$ cat src/hdl/fsmc_params.svh
`ifndef FSMC_PARAMS_SVH
`define FSMC_PARAMS_SVH

// register offsets
`define FSMC_ADDR_X_HIGH      8'h00
`define FSMC_ADDR_X_MID       8'h01
`define FSMC_ADDR_Y_HIGH      8'h02
`define FSMC_ADDR_Y_MID       8'h03
`define FSMC_ADDR_Z_HIGH      8'h04
`define FSMC_ADDR_Z_MID       8'h05
`define FSMC_ADDR_LOW_BITS    8'h06
`define FSMC_ADDR_TEMP        8'h07
`define FSMC_ADDR_STATUS      8'h08
`define FSMC_ADDR_COMMAND     8'h09

// status bits
`define FSMC_ST_FIELD_DONE    0
`define FSMC_ST_TEMP_DONE     1
`define FSMC_ST_TRIM_DONE     4
`define FSMC_STATUS_RESET     8'h00

// command bits
`define FSMC_CMD_FIELD        0
`define FSMC_CMD_TEMP         1
`define FSMC_CMD_INT_EN       2
`define FSMC_CMD_SET_PULSE    3
`define FSMC_CMD_REV_PULSE    4
`define FSMC_CMD_AUTO_PULSE   5
`define FSMC_CMD_TRIM         6
`define FSMC_CMD_RESET        8'h00
`define FSMC_CMD_PULSE_MASK   8'h5B
`define FSMC_CMD_LEVEL_MASK   8'h24

// timing
`define FSMC_CLK_PERIOD_NS    100
`define FSMC_COIL_PULSE_NS    500
`define FSMC_COIL_CYC         ((`FSMC_COIL_PULSE_NS + `FSMC_CLK_PERIOD_NS - 1) / `FSMC_CLK_PERIOD_NS)
`define FSMC_MEAS_BW0_US      8000
`define FSMC_MEAS_BW1_US      4000
`define FSMC_MEAS_BW2_US      2000
`define FSMC_MEAS_BW3_US      500
`define FSMC_US_TO_CYC(us)    (((us) * 1000) / `FSMC_CLK_PERIOD_NS)

`endif

$ cat src/hdl/fsmc_pkg.sv
package fsmc_pkg;

  typedef enum logic [3:0] {
    ST_IDLE = 4'h1,
    ST_COIL = 4'h2,
    ST_MEAS = 4'h4,
    ST_TRIM = 4'h8
  } fsmc_state_t;

  typedef struct packed {
    logic [17:0] x;
    logic [17:0] y;
    logic [17:0] z;
    logic [7:0]  temp;
  } fsmc_sample_t;

  typedef struct packed {
    logic       wr_en;
    logic       rd_en;
    logic [7:0] addr;
    logic [7:0] wr_data;
  } fsmc_reg_req_t;

endpackage

$ cat src/hdl/fsmc_cycle_timer.sv
`timescale 1ns/1ps

module fsmc_cycle_timer #(
  parameter int unsigned W = 8
) (
  // clock and reset
  input  wire logic         clk,
  input  wire logic         reset_n,
  // control
  input  wire logic         start,
  input  wire logic [W-1:0] load,
  // status
  output logic              busy,
  output logic              done
);

  logic [W-1:0] count_reg;
  logic [W-1:0] count_next;

  if (W < 2 || W > 24) begin : g_chk
    $error("fsmc_cycle_timer: W out of range");
  end

  // busy for exactly load cycles, done on the last of them
  always_comb begin
    count_next = count_reg;
    if (start) begin
      count_next = load;
    end else if (count_reg != '0) begin
      count_next = count_reg - W'(1);
    end
  end

  always_ff @(posedge clk or negedge reset_n) begin
    if (!reset_n) begin
      count_reg <= '0;
    end else begin
      count_reg <= count_next;
    end
  end

  assign busy = (count_reg != '0);
  assign done = (count_reg == W'(1)) && !start;

endmodule // fsmc_cycle_timer

$ cat src/hdl/fsmc_top.sv
`timescale 1ns/1ps
`include "fsmc_params.svh"

module fsmc_top #(
  parameter int unsigned MEAS_CYC_BW0 = `FSMC_US_TO_CYC(`FSMC_MEAS_BW0_US),
  parameter int unsigned MEAS_CYC_BW1 = `FSMC_US_TO_CYC(`FSMC_MEAS_BW1_US),
  parameter int unsigned MEAS_CYC_BW2 = `FSMC_US_TO_CYC(`FSMC_MEAS_BW2_US),
  parameter int unsigned MEAS_CYC_BW3 = `FSMC_US_TO_CYC(`FSMC_MEAS_BW3_US),
  parameter int unsigned TIMER_W      = 17
) (
  // clock and reset
  input  wire logic                    clk,
  input  wire logic                    reset_n,
  // register port
  input  wire fsmc_pkg::fsmc_reg_req_t reg_req,
  output logic [7:0]                   reg_rd_data,
  output logic                         reg_rd_valid,
  // bandwidth selection
  input  wire logic                    bandwidth_sel_hi,
  input  wire logic                    bandwidth_sel_lo,
  // converter front end
  input  wire fsmc_pkg::fsmc_sample_t  afe_sample,
  output logic                         afe_field_convert,
  output logic                         afe_temp_convert,
  // polarity coils
  output logic                         coil_set_drive,
  output logic                         coil_reset_drive,
  // trim memory
  output logic                         otp_load_req,
  input  wire logic                    otp_load_done,
  input  wire logic                    otp_load_ok,
  // interrupt pin
  output logic                         int_out,
  output logic                         int_out_en
);
  import fsmc_pkg::*;

  localparam int unsigned COIL_W = 4;

  if (TIMER_W > 24 || MEAS_CYC_BW0 < 1 || MEAS_CYC_BW3 < 1 ||
      MEAS_CYC_BW0 >= (1 << TIMER_W) || MEAS_CYC_BW1 >= (1 << TIMER_W) ||
      MEAS_CYC_BW2 >= (1 << TIMER_W) || MEAS_CYC_BW3 >= (1 << TIMER_W) ||
      `FSMC_COIL_CYC >= (1 << COIL_W)) begin : g_chk
    $error("fsmc_top: timer width too small for counts");
  end

  fsmc_state_t  state_reg;
  fsmc_state_t  state_next;
  logic [7:0]   cmd_reg;
  logic [7:0]   cmd_next;
  logic         chain_reg;
  logic         chain_next;
  logic         pol_rev_reg;
  logic         pol_rev_next;
  logic         meas_temp_reg;
  logic         meas_temp_next;
  logic         field_done_reg;
  logic         field_done_next;
  logic         temp_done_reg;
  logic         temp_done_next;
  logic         trim_done_reg;
  logic         trim_done_next;
  logic         pend_f_reg;
  logic         pend_f_next;
  logic         pend_t_reg;
  logic         pend_t_next;
  logic         int_out_reg;
  logic         int_out_next;
  fsmc_sample_t sample_reg;
  fsmc_sample_t sample_next;
  logic [7:0]   rd_data_reg;
  logic [7:0]   rd_data_next;
  logic         rd_valid_reg;

  logic               cmd_wr;
  logic               st_wr;
  logic               coil_start;
  logic               coil_busy;
  logic               coil_done;
  logic               meas_start;
  logic               meas_busy;
  logic               meas_done;
  logic               end_field;
  logic               end_temp;
  logic               end_trim;
  logic [TIMER_W-1:0] meas_load;

  assign cmd_wr    = reg_req.wr_en && (reg_req.addr == `FSMC_ADDR_COMMAND);
  assign st_wr     = reg_req.wr_en && (reg_req.addr == `FSMC_ADDR_STATUS);
  assign end_field = (state_reg == ST_MEAS) && meas_done && !meas_temp_reg;
  assign end_temp  = (state_reg == ST_MEAS) && meas_done && meas_temp_reg;
  assign end_trim  = (state_reg == ST_TRIM) && otp_load_done;

  // conversion length follows the bandwidth code
  always_comb begin
    case ({bandwidth_sel_hi, bandwidth_sel_lo})
      2'h0:    meas_load = TIMER_W'(MEAS_CYC_BW0);
      2'h1:    meas_load = TIMER_W'(MEAS_CYC_BW1);
      2'h2:    meas_load = TIMER_W'(MEAS_CYC_BW2);
      default: meas_load = TIMER_W'(MEAS_CYC_BW3);
    endcase
  end

  fsmc_cycle_timer #(
    .W (COIL_W)
  ) u_coil_timer (
    .clk     (clk),
    .reset_n (reset_n),
    .start   (coil_start),
    .load    (COIL_W'(`FSMC_COIL_CYC)),
    .busy    (coil_busy),
    .done    (coil_done)
  );

  fsmc_cycle_timer #(
    .W (TIMER_W)
  ) u_meas_timer (
    .clk     (clk),
    .reset_n (reset_n),
    .start   (meas_start),
    .load    (meas_load),
    .busy    (meas_busy),
    .done    (meas_done)
  );

  // sequencer: trim first, then coil pulses, then conversions
  always_comb begin
    state_next     = state_reg;
    cmd_next       = cmd_reg;
    chain_next     = chain_reg;
    pol_rev_next   = pol_rev_reg;
    meas_temp_next = meas_temp_reg;
    coil_start     = 1'b0;
    meas_start     = 1'b0;
    case (state_reg)
      ST_IDLE: begin
        if (cmd_reg[`FSMC_CMD_TRIM]) begin
          state_next = ST_TRIM;
        end else if (cmd_reg[`FSMC_CMD_SET_PULSE] || cmd_reg[`FSMC_CMD_REV_PULSE]) begin
          state_next   = ST_COIL;
          coil_start   = 1'b1;
          chain_next   = 1'b0;
          pol_rev_next = !cmd_reg[`FSMC_CMD_SET_PULSE];
        end else if (cmd_reg[`FSMC_CMD_FIELD]) begin
          meas_temp_next = 1'b0;
          if (cmd_reg[`FSMC_CMD_AUTO_PULSE]) begin
            state_next   = ST_COIL;
            coil_start   = 1'b1;
            chain_next   = 1'b1;
            pol_rev_next = 1'b0;
          end else begin
            state_next = ST_MEAS;
            meas_start = 1'b1;
          end
        end else if (cmd_reg[`FSMC_CMD_TEMP]) begin
          state_next     = ST_MEAS;
          meas_start     = 1'b1;
          meas_temp_next = 1'b1;
        end
      end
      ST_COIL: begin
        if (coil_done) begin
          if (chain_reg) begin
            state_next = ST_MEAS;
            meas_start = 1'b1;
            chain_next = 1'b0;
          end else begin
            state_next = ST_IDLE;
            cmd_next[pol_rev_reg ? `FSMC_CMD_REV_PULSE : `FSMC_CMD_SET_PULSE] = 1'b0;
          end
        end
      end
      ST_MEAS: begin
        if (meas_done) begin
          state_next = ST_IDLE;
          cmd_next[meas_temp_reg ? `FSMC_CMD_TEMP : `FSMC_CMD_FIELD] = 1'b0;
        end
      end
      ST_TRIM: begin
        if (otp_load_done) begin
          state_next              = ST_IDLE;
          cmd_next[`FSMC_CMD_TRIM] = 1'b0;
        end
      end
      default: begin
        state_next = ST_IDLE;
      end
    endcase
    // a host write landing with a self-clear still starts a new command
    if (cmd_wr) begin
      cmd_next = (cmd_next & ~`FSMC_CMD_LEVEL_MASK) |
                 (reg_req.wr_data & (`FSMC_CMD_LEVEL_MASK | `FSMC_CMD_PULSE_MASK));
    end
  end

  always_ff @(posedge clk or negedge reset_n) begin
    if (!reset_n) begin
      state_reg     <= ST_IDLE;
      cmd_reg       <= `FSMC_CMD_RESET;
      chain_reg     <= 1'b0;
      pol_rev_reg   <= 1'b0;
      meas_temp_reg <= 1'b0;
    end else begin
      state_reg     <= state_next;
      cmd_reg       <= cmd_next;
      chain_reg     <= chain_next;
      pol_rev_reg   <= pol_rev_next;
      meas_temp_reg <= meas_temp_next;
    end
  end

  // status flags and interrupt; a set always beats a clear
  always_comb begin
    field_done_next = field_done_reg;
    temp_done_next  = temp_done_reg;
    trim_done_next  = trim_done_reg;
    pend_f_next     = pend_f_reg;
    pend_t_next     = pend_t_reg;
    if (cmd_wr && reg_req.wr_data[`FSMC_CMD_FIELD]) begin
      field_done_next = 1'b0;
    end
    if (cmd_wr && reg_req.wr_data[`FSMC_CMD_TEMP]) begin
      temp_done_next = 1'b0;
    end
    if (st_wr && reg_req.wr_data[`FSMC_ST_FIELD_DONE]) begin
      pend_f_next = 1'b0;
    end
    if (st_wr && reg_req.wr_data[`FSMC_ST_TEMP_DONE]) begin
      pend_t_next = 1'b0;
    end
    if (end_field) begin
      field_done_next = 1'b1;
      pend_f_next     = pend_f_next | cmd_reg[`FSMC_CMD_INT_EN];
    end
    if (end_temp) begin
      temp_done_next = 1'b1;
      pend_t_next    = pend_t_next | cmd_reg[`FSMC_CMD_INT_EN];
    end
    if (end_trim) begin
      trim_done_next = otp_load_ok;
    end
    int_out_next = cmd_reg[`FSMC_CMD_INT_EN] && (pend_f_reg || pend_t_reg);
  end

  always_ff @(posedge clk or negedge reset_n) begin
    if (!reset_n) begin
      field_done_reg <= 1'b0;
      temp_done_reg  <= 1'b0;
      trim_done_reg  <= 1'b0;
      pend_f_reg     <= 1'b0;
      pend_t_reg     <= 1'b0;
      int_out_reg    <= 1'b0;
    end else begin
      field_done_reg <= field_done_next;
      temp_done_reg  <= temp_done_next;
      trim_done_reg  <= trim_done_next;
      pend_f_reg     <= pend_f_next;
      pend_t_reg     <= pend_t_next;
      int_out_reg    <= int_out_next;
    end
  end

  // results land on the same edge as the done flag, so a poll is coherent
  always_comb begin
    sample_next = sample_reg;
    if (end_field) begin
      sample_next.x = afe_sample.x;
      sample_next.y = afe_sample.y;
      sample_next.z = afe_sample.z;
    end
    if (end_temp) begin
      sample_next.temp = afe_sample.temp;
    end
  end

  always_ff @(posedge clk or negedge reset_n) begin
    if (!reset_n) begin
      sample_reg <= '0;
    end else begin
      sample_reg <= sample_next;
    end
  end

  // read mux; command register and unmapped offsets read zero
  always_comb begin
    rd_data_next = rd_data_reg;
    if (reg_req.rd_en) begin
      if (reg_req.addr == `FSMC_ADDR_X_HIGH) begin
        rd_data_next = sample_reg.x[17:10];
      end else if (reg_req.addr == `FSMC_ADDR_X_MID) begin
        rd_data_next = sample_reg.x[9:2];
      end else if (reg_req.addr == `FSMC_ADDR_Y_HIGH) begin
        rd_data_next = sample_reg.y[17:10];
      end else if (reg_req.addr == `FSMC_ADDR_Y_MID) begin
        rd_data_next = sample_reg.y[9:2];
      end else if (reg_req.addr == `FSMC_ADDR_Z_HIGH) begin
        rd_data_next = sample_reg.z[17:10];
      end else if (reg_req.addr == `FSMC_ADDR_Z_MID) begin
        rd_data_next = sample_reg.z[9:2];
      end else if (reg_req.addr == `FSMC_ADDR_LOW_BITS) begin
        rd_data_next = {sample_reg.x[1:0], sample_reg.y[1:0], sample_reg.z[1:0], 2'h0};
      end else if (reg_req.addr == `FSMC_ADDR_TEMP) begin
        rd_data_next = sample_reg.temp;
      end else if (reg_req.addr == `FSMC_ADDR_STATUS) begin
        rd_data_next = `FSMC_STATUS_RESET;
        rd_data_next[`FSMC_ST_FIELD_DONE] = field_done_reg;
        rd_data_next[`FSMC_ST_TEMP_DONE]  = temp_done_reg;
        rd_data_next[`FSMC_ST_TRIM_DONE]  = trim_done_reg;
      end else begin
        rd_data_next = 8'h00;
      end
    end
  end

  always_ff @(posedge clk or negedge reset_n) begin
    if (!reset_n) begin
      rd_data_reg  <= 8'h00;
      rd_valid_reg <= 1'b0;
    end else begin
      rd_data_reg  <= rd_data_next;
      rd_valid_reg <= reg_req.rd_en;
    end
  end

  assign reg_rd_data       = rd_data_reg;
  assign reg_rd_valid      = rd_valid_reg;
  assign afe_field_convert = (state_reg == ST_MEAS) && !meas_temp_reg && meas_busy;
  assign afe_temp_convert  = (state_reg == ST_MEAS) && meas_temp_reg && meas_busy;
  assign coil_set_drive    = (state_reg == ST_COIL) && !pol_rev_reg && coil_busy;
  assign coil_reset_drive  = (state_reg == ST_COIL) && pol_rev_reg && coil_busy;
  assign otp_load_req      = (state_reg == ST_TRIM);
  assign int_out           = int_out_reg;
  assign int_out_en        = cmd_reg[`FSMC_CMD_INT_EN];
endmodule // fsmc_top

$ cat config.mk
export PLATFORM = sky130hd
export DESIGN_NAME = fsmc_top
export DESIGN_NICKNAME = d
export VERILOG_FILES = /design/src/hdl/fsmc_pkg.sv /design/src/hdl/fsmc_cycle_timer.sv /design/src/hdl/fsmc_top.sv
export VERILOG_INCLUDE_DIRS = /design/src /design/src/hdl
export SDC_FILE = /design/constraint.sdc
export NUM_CORES = 1
export LEC_CHECK = 0
export CELL_PAD_IN_SITES_DETAIL_PLACEMENT = 0
export CELL_PAD_IN_SITES_GLOBAL_PLACEMENT = 1
export CORE_MARGIN = 2
export CORE_UTILIZATION = 35
export CTS_CLUSTER_DIAMETER = 200
export DETAILED_ROUTE_END_ITERATION = 8
export DONT_BUFFER_PORTS = 1
export GPL_ROUTABILITY_DRIVEN = 0
export PLACE_DENSITY_LB_ADDON = 0.1
export REMOVE_ABC_BUFFERS = 1
export SYNTH_ARGS = -nofsm -noshare
export SYNTH_HDL_FRONTEND = slang
export SYNTH_HIERARCHICAL = 1
export SYNTH_SLANG_ARGS = --single-unit
$ cat constraint.sdc
create_clock -name clk -period 3.2 [get_ports clk]
set_input_delay 0.64 -clock clk [delete_from_list [all_inputs] [get_ports clk]]
set_output_delay 0.64 -clock clk [all_outputs]
set_load 0.02 [all_outputs]
==> run metrics, run 1 <==
status complete, but fails checks; failing checks hold timing; RR Startpoint state_reg[3]; Min Clock Period, post-route approximately 2.8 ns; DRC 0; core region area approximately 16000 um2; Max Clk Rate 0.361 GHz; R2R Path End sample_reg[35]; Largest register FFs between 60 and 70; num ports between 100 and 150; Final setup viols 0; Yosys top cell area share 49.1%; First DRT Iteration DRCs between 150 and 200; Yosys cell types 62; leading area contributor after synthesis dfrtp_1; CTS H-tree depth 3; CTS Buf Count 9; Routed wire per std cell 18.0 um; largest net degree at the start of global routing about 110; DR WL met3 800 um; Crit Path Max Fanout 58; Slew @ Worst Pin roughly 0.80 ns; slack of the critical path about 0.43 ns; setup slack after placement around 0.30 ns; Reg2Reg Depth 12; Slew Viols, Final 0; Ys Warns 6; IO Port Bufs 0; Post-synth top flop dfrtp_1; routed vias/inst 5.27; register area share after synthesis ~50%; final worst clock skew about 0.0083 ns; final wirelength around 13 mm; Reg clk slew, reported paths 0.08 ns; asr flop ratio synth 100%; most frequent cells after synthesis dfrtp_1 (111), mux2_2 (65), nand2_1 (36); height of the chip between 100 and 150 um; HPWL after detailed placement 8.88 mm; Fin. Hold Viols around 110; net switching power ~1.3 mW; Arrival @ worst endpoint between 3 and 4 ns; CTS tree built; Rows 46; root buf cell clkbuf_16; internal power between 2 and 3 mW; die area about 17000 um2; Post-synth EDFFs 0; clock buffer depth 2; RSZ-0062 raised after global routing false; pwr/cell area about 630 nW/um2; maximum VDD drop 0.000304 V; top-count cell post-synth dfrtp_1; Top Metal Used met5; Die W 131 um; period utilisation layout between 80% and 90%; Comb pwr share a little under a quarter; Final TNS setup 0 ns; Fillers about 1500; clock group share of total power 29.2%; largest cells by area after synthesis dfrtp_1 (49%), mux2_2 (13%), nand2_1 (2.4%); multi-input combinational cell area roughly 2700 um2; Final Non-Filler Cells roughly 720; fraction of layout cells with a size suffix above 1 ~22%; FF+latch count, synth roughly 110; vias roughly 3800; Post-CTS Setup Bufs 0; Syn Area/Cell 11.4 um2; Mapped Cells 498; WL met2 6.03 mm; Critical Path End Type register; GR Overflow Total 0; Hold Worst Slack -0.0305 ns; placed insts between 600 and 700; area grow syn2layout 9.82%; WL met1 slightly below 6 mm; total track usage 15.5%; sw frac 33.3%; Max Cap Viol 0; Sink Count 112; leakage 2.79 nW; vias in the first global route 3823; Starting Density 35.8%; first-pass GRT wire length roughly 21 mm; Netlist Area Pre-Place ~5700 um2; Hold Path Class in -> async; Critical Path Start Type register; crit path kind reg -> reg; Relative slew margins between 40 and 50%; sequential power share between 40% and 50%; Worst EP required ~3.4 ns; FF-to-FF setup slack approximately 0.43 ns; Antenna Nets Post-Route 0; fin nets 590; TritonRoute pass-1 iters 4; Clock Latency Late Sink 0.36 ns; initial antenna violation count 2; Sequential Area ~2800 um2
area by class of cell:
class / count / share of cell area, %
flip-flops and latches: 112 / 45.1
multi-input cells: 336 / 42.9
well taps: 216 / 4.35
clock inverters: 7 / 1.13
clock buffers: 9 / 3.62
diodes: 1 / 0.0403
inverters: 26 / 1.57
repair buffers: 9 / 1.29
kinds of logic after synthesis:
logic type / Yosys count / share of synthesized area (%)
fa+ha+maj: 10 / 2.21
xor+xnor: 13 / 2.01
simple gates: 134 / 14.5
compound gates: 91 / 11.1
other cells: 2 / 0.133
mux: 80 / 16.5
flops: 112 / 49.5
buf+inv: 56 / 4.07
metrics by stage:
| step | util, % | total power [mW] | cell area, um2 |
|---|---|---|---|
| floorplan | - | 2.57 | 5550 |
| global placement | 37.3 | 2.78 | 5910 |
| detailed placement | 37.3 | 2.80 | 5910 |
| CTS | 39.2 | 3.96 | 6210 |
| global route | 39.3 | 4.18 | 6210 |
| finish | 39.3 | 3.90 | 6210 |
routing by layer:
layer  GRT usage, %  vias up
li1               -     1785
met4           3.74        2
met3           6.10        8
met2           24.1       86
met5              0        -
met1           20.5     1894
worst max path at each step:
stage                             from             end  slack [ns]  depth (start not counted)
final                     state_reg[3]  sample_reg[35]        0.43                         12
after floorplan           state_reg[0]  sample_reg[10]       -2.43                         11
after CTS                 state_reg[0]  sample_reg[24]        0.28                         12
after detailed placement  state_reg[0]  sample_reg[49]        0.30                         12
after global routing      state_reg[3]  sample_reg[33]        0.08                         12
after global placement    state_reg[0]   sample_reg[8]        0.32                         12
power by group through the flow:
stage / clock [mW] / sequential, mW / combinational [mW]
finish: 1.14 / 1.86 / 0.902
global route: 1.24 / 1.91 / 1.03
CTS: 1.18 / 1.86 / 0.911
detailed placement: 0 / 1.89 / 0.906
global placement: 0 / 1.89 / 0.888
floorplan: 0 / 1.83 / 0.737
cell usage in the layout (no fill, tap or decap), types with 4 or more instances in the layout:
| master | Yosys | final |
|---|---|---|
| dfrtp_1 | 111 | 111 |
| mux2_2 | 65 | 65 |
| nand2_1 | 36 | 36 |
| inv_1 | 26 | 26 |
| nor2_1 | 21 | 20 |
| a21oi_1 | 16 | 16 |
| o21ai_0 | 15 | 14 |
| o22ai_1 | 12 | 12 |
| mux2i_1 | 11 | 11 |
| nand3_1 | 10 | 10 |
| a211oi_1 | 10 | 10 |
| ha_1 | 10 | 10 |
| nand3b_1 | 9 | 9 |
| clkbuf_16 | 0 | 9 |
| a22o_1 | 8 | 8 |
| nor3_1 | 8 | 8 |
| buf_4 | 1 | 8 |
| conb_1 | 2 | 8 |
| xnor2_1 | 8 | 8 |
| o31ai_1 | 7 | 7 |
| nor2b_1 | 6 | 6 |
| nor4b_1 | 5 | 5 |
| xor2_1 | 5 | 5 |
| nand2b_1 | 4 | 4 |
| or4_1 | 4 | 4 |
| nor4_1 | 5 | 4 |
| mux4_2 | 4 | 4 |
| nand4_1 | 4 | 4 |
| inv_8 | 0 | 4 |
critical path: stages, from the launching register on:
cell      delay (ns)
dfrtp_1         0.45
nand2b_1        0.19
nor4_2          0.06
nand2_1         0.12
inv_1           0.06
nor4b_1         0.54
nand3_1         0.16
o21ai_2         0.12
and3b_1         0.24
nand2_1         0.11
nor2_4          0.04
buf_12          0.20
mux2_2          0.31
timing repair:
item | CTS | global route
endpoints found under the hold margin | 111 | 111
gates resized for setup | 0 | 1
setup endpoints to repair | 0 | 51
Power figures use the tool's default switching activity.
==> run 2: changes to the inputs <==
--- a/config.mk
+++ b/config.mk
@@ -6,15 +6,15 @@
 export SDC_FILE = /design/constraint.sdc
 export NUM_CORES = 1
 export LEC_CHECK = 0
-export CELL_PAD_IN_SITES_DETAIL_PLACEMENT = 0
-export CELL_PAD_IN_SITES_GLOBAL_PLACEMENT = 1
+export CELL_PAD_IN_SITES_DETAIL_PLACEMENT = 2
+export CELL_PAD_IN_SITES_GLOBAL_PLACEMENT = 2
 export CORE_MARGIN = 2
-export CORE_UTILIZATION = 35
+export CORE_UTILIZATION = 37
 export CTS_CLUSTER_DIAMETER = 200
 export DETAILED_ROUTE_END_ITERATION = 8
 export DONT_BUFFER_PORTS = 1
 export GPL_ROUTABILITY_DRIVEN = 0
-export PLACE_DENSITY_LB_ADDON = 0.1
+export PLACE_DENSITY = 0.77
 export REMOVE_ABC_BUFFERS = 1
 export SYNTH_ARGS = -nofsm -noshare
 export SYNTH_HDL_FRONTEND = slang
==> run metrics, run 2 (synthesis gave the netlist of run 1 again) <==
maximum VDD drop 0.000327 V (was 0.000304 V); status complete, but fails checks (unchanged); Critical Path Start Type register (unchanged); num ports 102 (unchanged); HPWL after detailed placement 10.3 mm (was 8.88 mm); CTS Buf Count 9 (unchanged); IO Port Bufs 0 (unchanged); Hold Path Class in -> async (unchanged); Final TNS setup 0 ns (unchanged); Arrival @ worst endpoint 3.14 ns (was 3.01 ns); vias 3902 (was 3775); Clock Latency Late Sink 0.36 ns (about the same); largest net degree at the start of global routing 113 (unchanged); fin nets 589 (was 590); Fin. Hold Viols 108 (was 111); initial antenna violation count 0 (was 2); Final setup viols 0 (unchanged); Sink Count 112 (unchanged); Hold Worst Slack -0.0343 ns (was -0.0305 ns); first-pass GRT wire length 24.3 mm (was 21.2 mm); crit path kind reg -> reg (unchanged); GR Overflow Total 0 (unchanged); Rows 45 (was 46); area grow syn2layout 8.87% (was 9.82%); core region area 15100 um2 (was 15800 um2); Max Clk Rate 0.345 GHz (was 0.361 GHz); DRC 0 (unchanged); Reg clk slew, reported paths 0.08 ns (about the same); total track usage 19.2% (was 15.5%); TritonRoute pass-1 iters 5 (was 4); Worst EP required 3.44 ns (about the same); Crit Path Max Fanout 58 (unchanged); Critical Path End Type register (unchanged); clock buffer depth 2 (unchanged); Post-CTS Setup Bufs 0 (unchanged); Largest register FFs 62 (unchanged); Antenna Nets Post-Route 0 (unchanged); Min Clock Period, post-route 2.90 ns (was 2.77 ns); leakage 2.78 nW (was 2.79 nW); Layout Utilization 40.8% (was 39.3%); CTS tree built (unchanged); final wirelength 14.6 mm (was 12.9 mm); RSZ-0062 raised after global routing false (unchanged); Die W 128 um (was 131 um); Routed wire per std cell 21.3 um (was 18.0 um); pwr/cell area 643 nW/um2 (was 628 nW/um2); failing checks hold timing (unchanged); Max Cap Viol 0 (unchanged); period utilisation layout 90.6% (was 86.5%); most common cell after layout, fill and taps aside dfrtp_1 (unchanged); Diodes inserted 0 (was 1); Relative slew margins 43.1% (was 46.5%); Starting Density 37.5% (was 35.8%); fraction of layout cells with a size suffix above 1 22.1% (was 22.4%); height of the chip 128 um (was 131 um); final worst clock skew 0.00966 ns (was 0.00834 ns); commonest cells after routing, fill and taps aside dfrtp_1 (111), mux2_2 (65), nand2_1 (36), inv_1 (26), nor2_1 (20) (unchanged); First DRT Iteration DRCs 110 (was 160); CTS H-tree depth 3 (unchanged); root buf cell clkbuf_16 (unchanged); Slew @ Worst Pin 0.832 ns (was 0.796 ns); die area 16300 um2 (was 17200 um2); vias in the first global route 4457 (was 3823); Resize count post-CTS 0 (unchanged); routed vias/inst 5.69 (was 5.27); Slew Viols, Final 0 (unchanged)
run 2: cell types whose count changed in the layout (fill, tap and decap cells not counted):
cell	before	now
inv_6	1	4
inv_8	4	1
buf_4	8	7
clkbuf_8	0	1
clkinv_4	1	0
diode_2	1	0
nor4_1	4	5
nor4_2	3	2
run 2: final timing paths:
path | startpoint | to | slack, ns | depth (start not counted)
worst max-delay path | state_reg[0] | sample_reg[51] | 0.30 | 12
worst min-delay path | reset_n | sample_reg[43] | -0.03 | 0
worst max register to register | state_reg[0] | sample_reg[51] | 0.30 | 12
worst min register to register | field_done_reg | field_done_reg | 0.49 | 1
max in group asynchronous | reset_n | state_reg[0] | 3.00 | 0
min in group clk | reg_req[16] | reg_rd_valid | 0.32 | 0
run 2: through the flow:
| step | worst slack (ns) | cell area [um2] | hold slack [ns] | cells | power, mW |
|---|---|---|---|---|---|
| finish | 0.300 | 6160 | -0.0343 | 686 | 3.96 |
| global route | 0.0588 | 6160 | -0.0528 | 686 | 4.21 |
| CTS | 0.291 | 6160 | -0.0488 | 686 | 4.02 |
| detailed placement | 0.309 | 5870 | 0.346 | 670 | 2.86 |
| global placement | 0.350 | 5870 | 0.347 | 670 | 2.76 |
| floorplan | -2.43 | 5550 | 0.344 | 474 | 2.57 |
run 2: critical path: stages (launching register included):
cell      delay (ns)
dfstp_2         0.61
nand2b_1        0.11
nor4_1          0.30
nand2_1         0.16
inv_1           0.10
nor4b_1         0.08
nand3_1         0.10
o21ai_2         0.08
and3b_1         0.28
nand2_1         0.11
nor2_4          0.14
buf_12          0.29
mux2_2          0.39
run 2: power by group:
group	switching [mW]	internal (mW)
Combinational	0.509	0.439
Clock	0.568	0.568
Sequential	0.270	1.61
run 2: final cells by class:
| type | count | area (um2) |
|---|---|---|
| tap | 188 | 235 |
| clock buffer | 10 | 239 |
| clock inverter | 6 | 53.8 |
| timing repair buffer | 8 | 72.6 |
| multi-input combinational | 336 | 2660 |
| sequential | 112 | 2800 |
| inverter | 26 | 97.6 |
| fill | 1582 | 8930 |
run 2: layer usage:
layer	routed length (um)	part of all wire, %	global-route usage (%)
met3	635	4.3	4.72
met4	189	1.3	5.24
met5	0	0	0
met2	7680	53	34.3
met1	6100	42	23.1
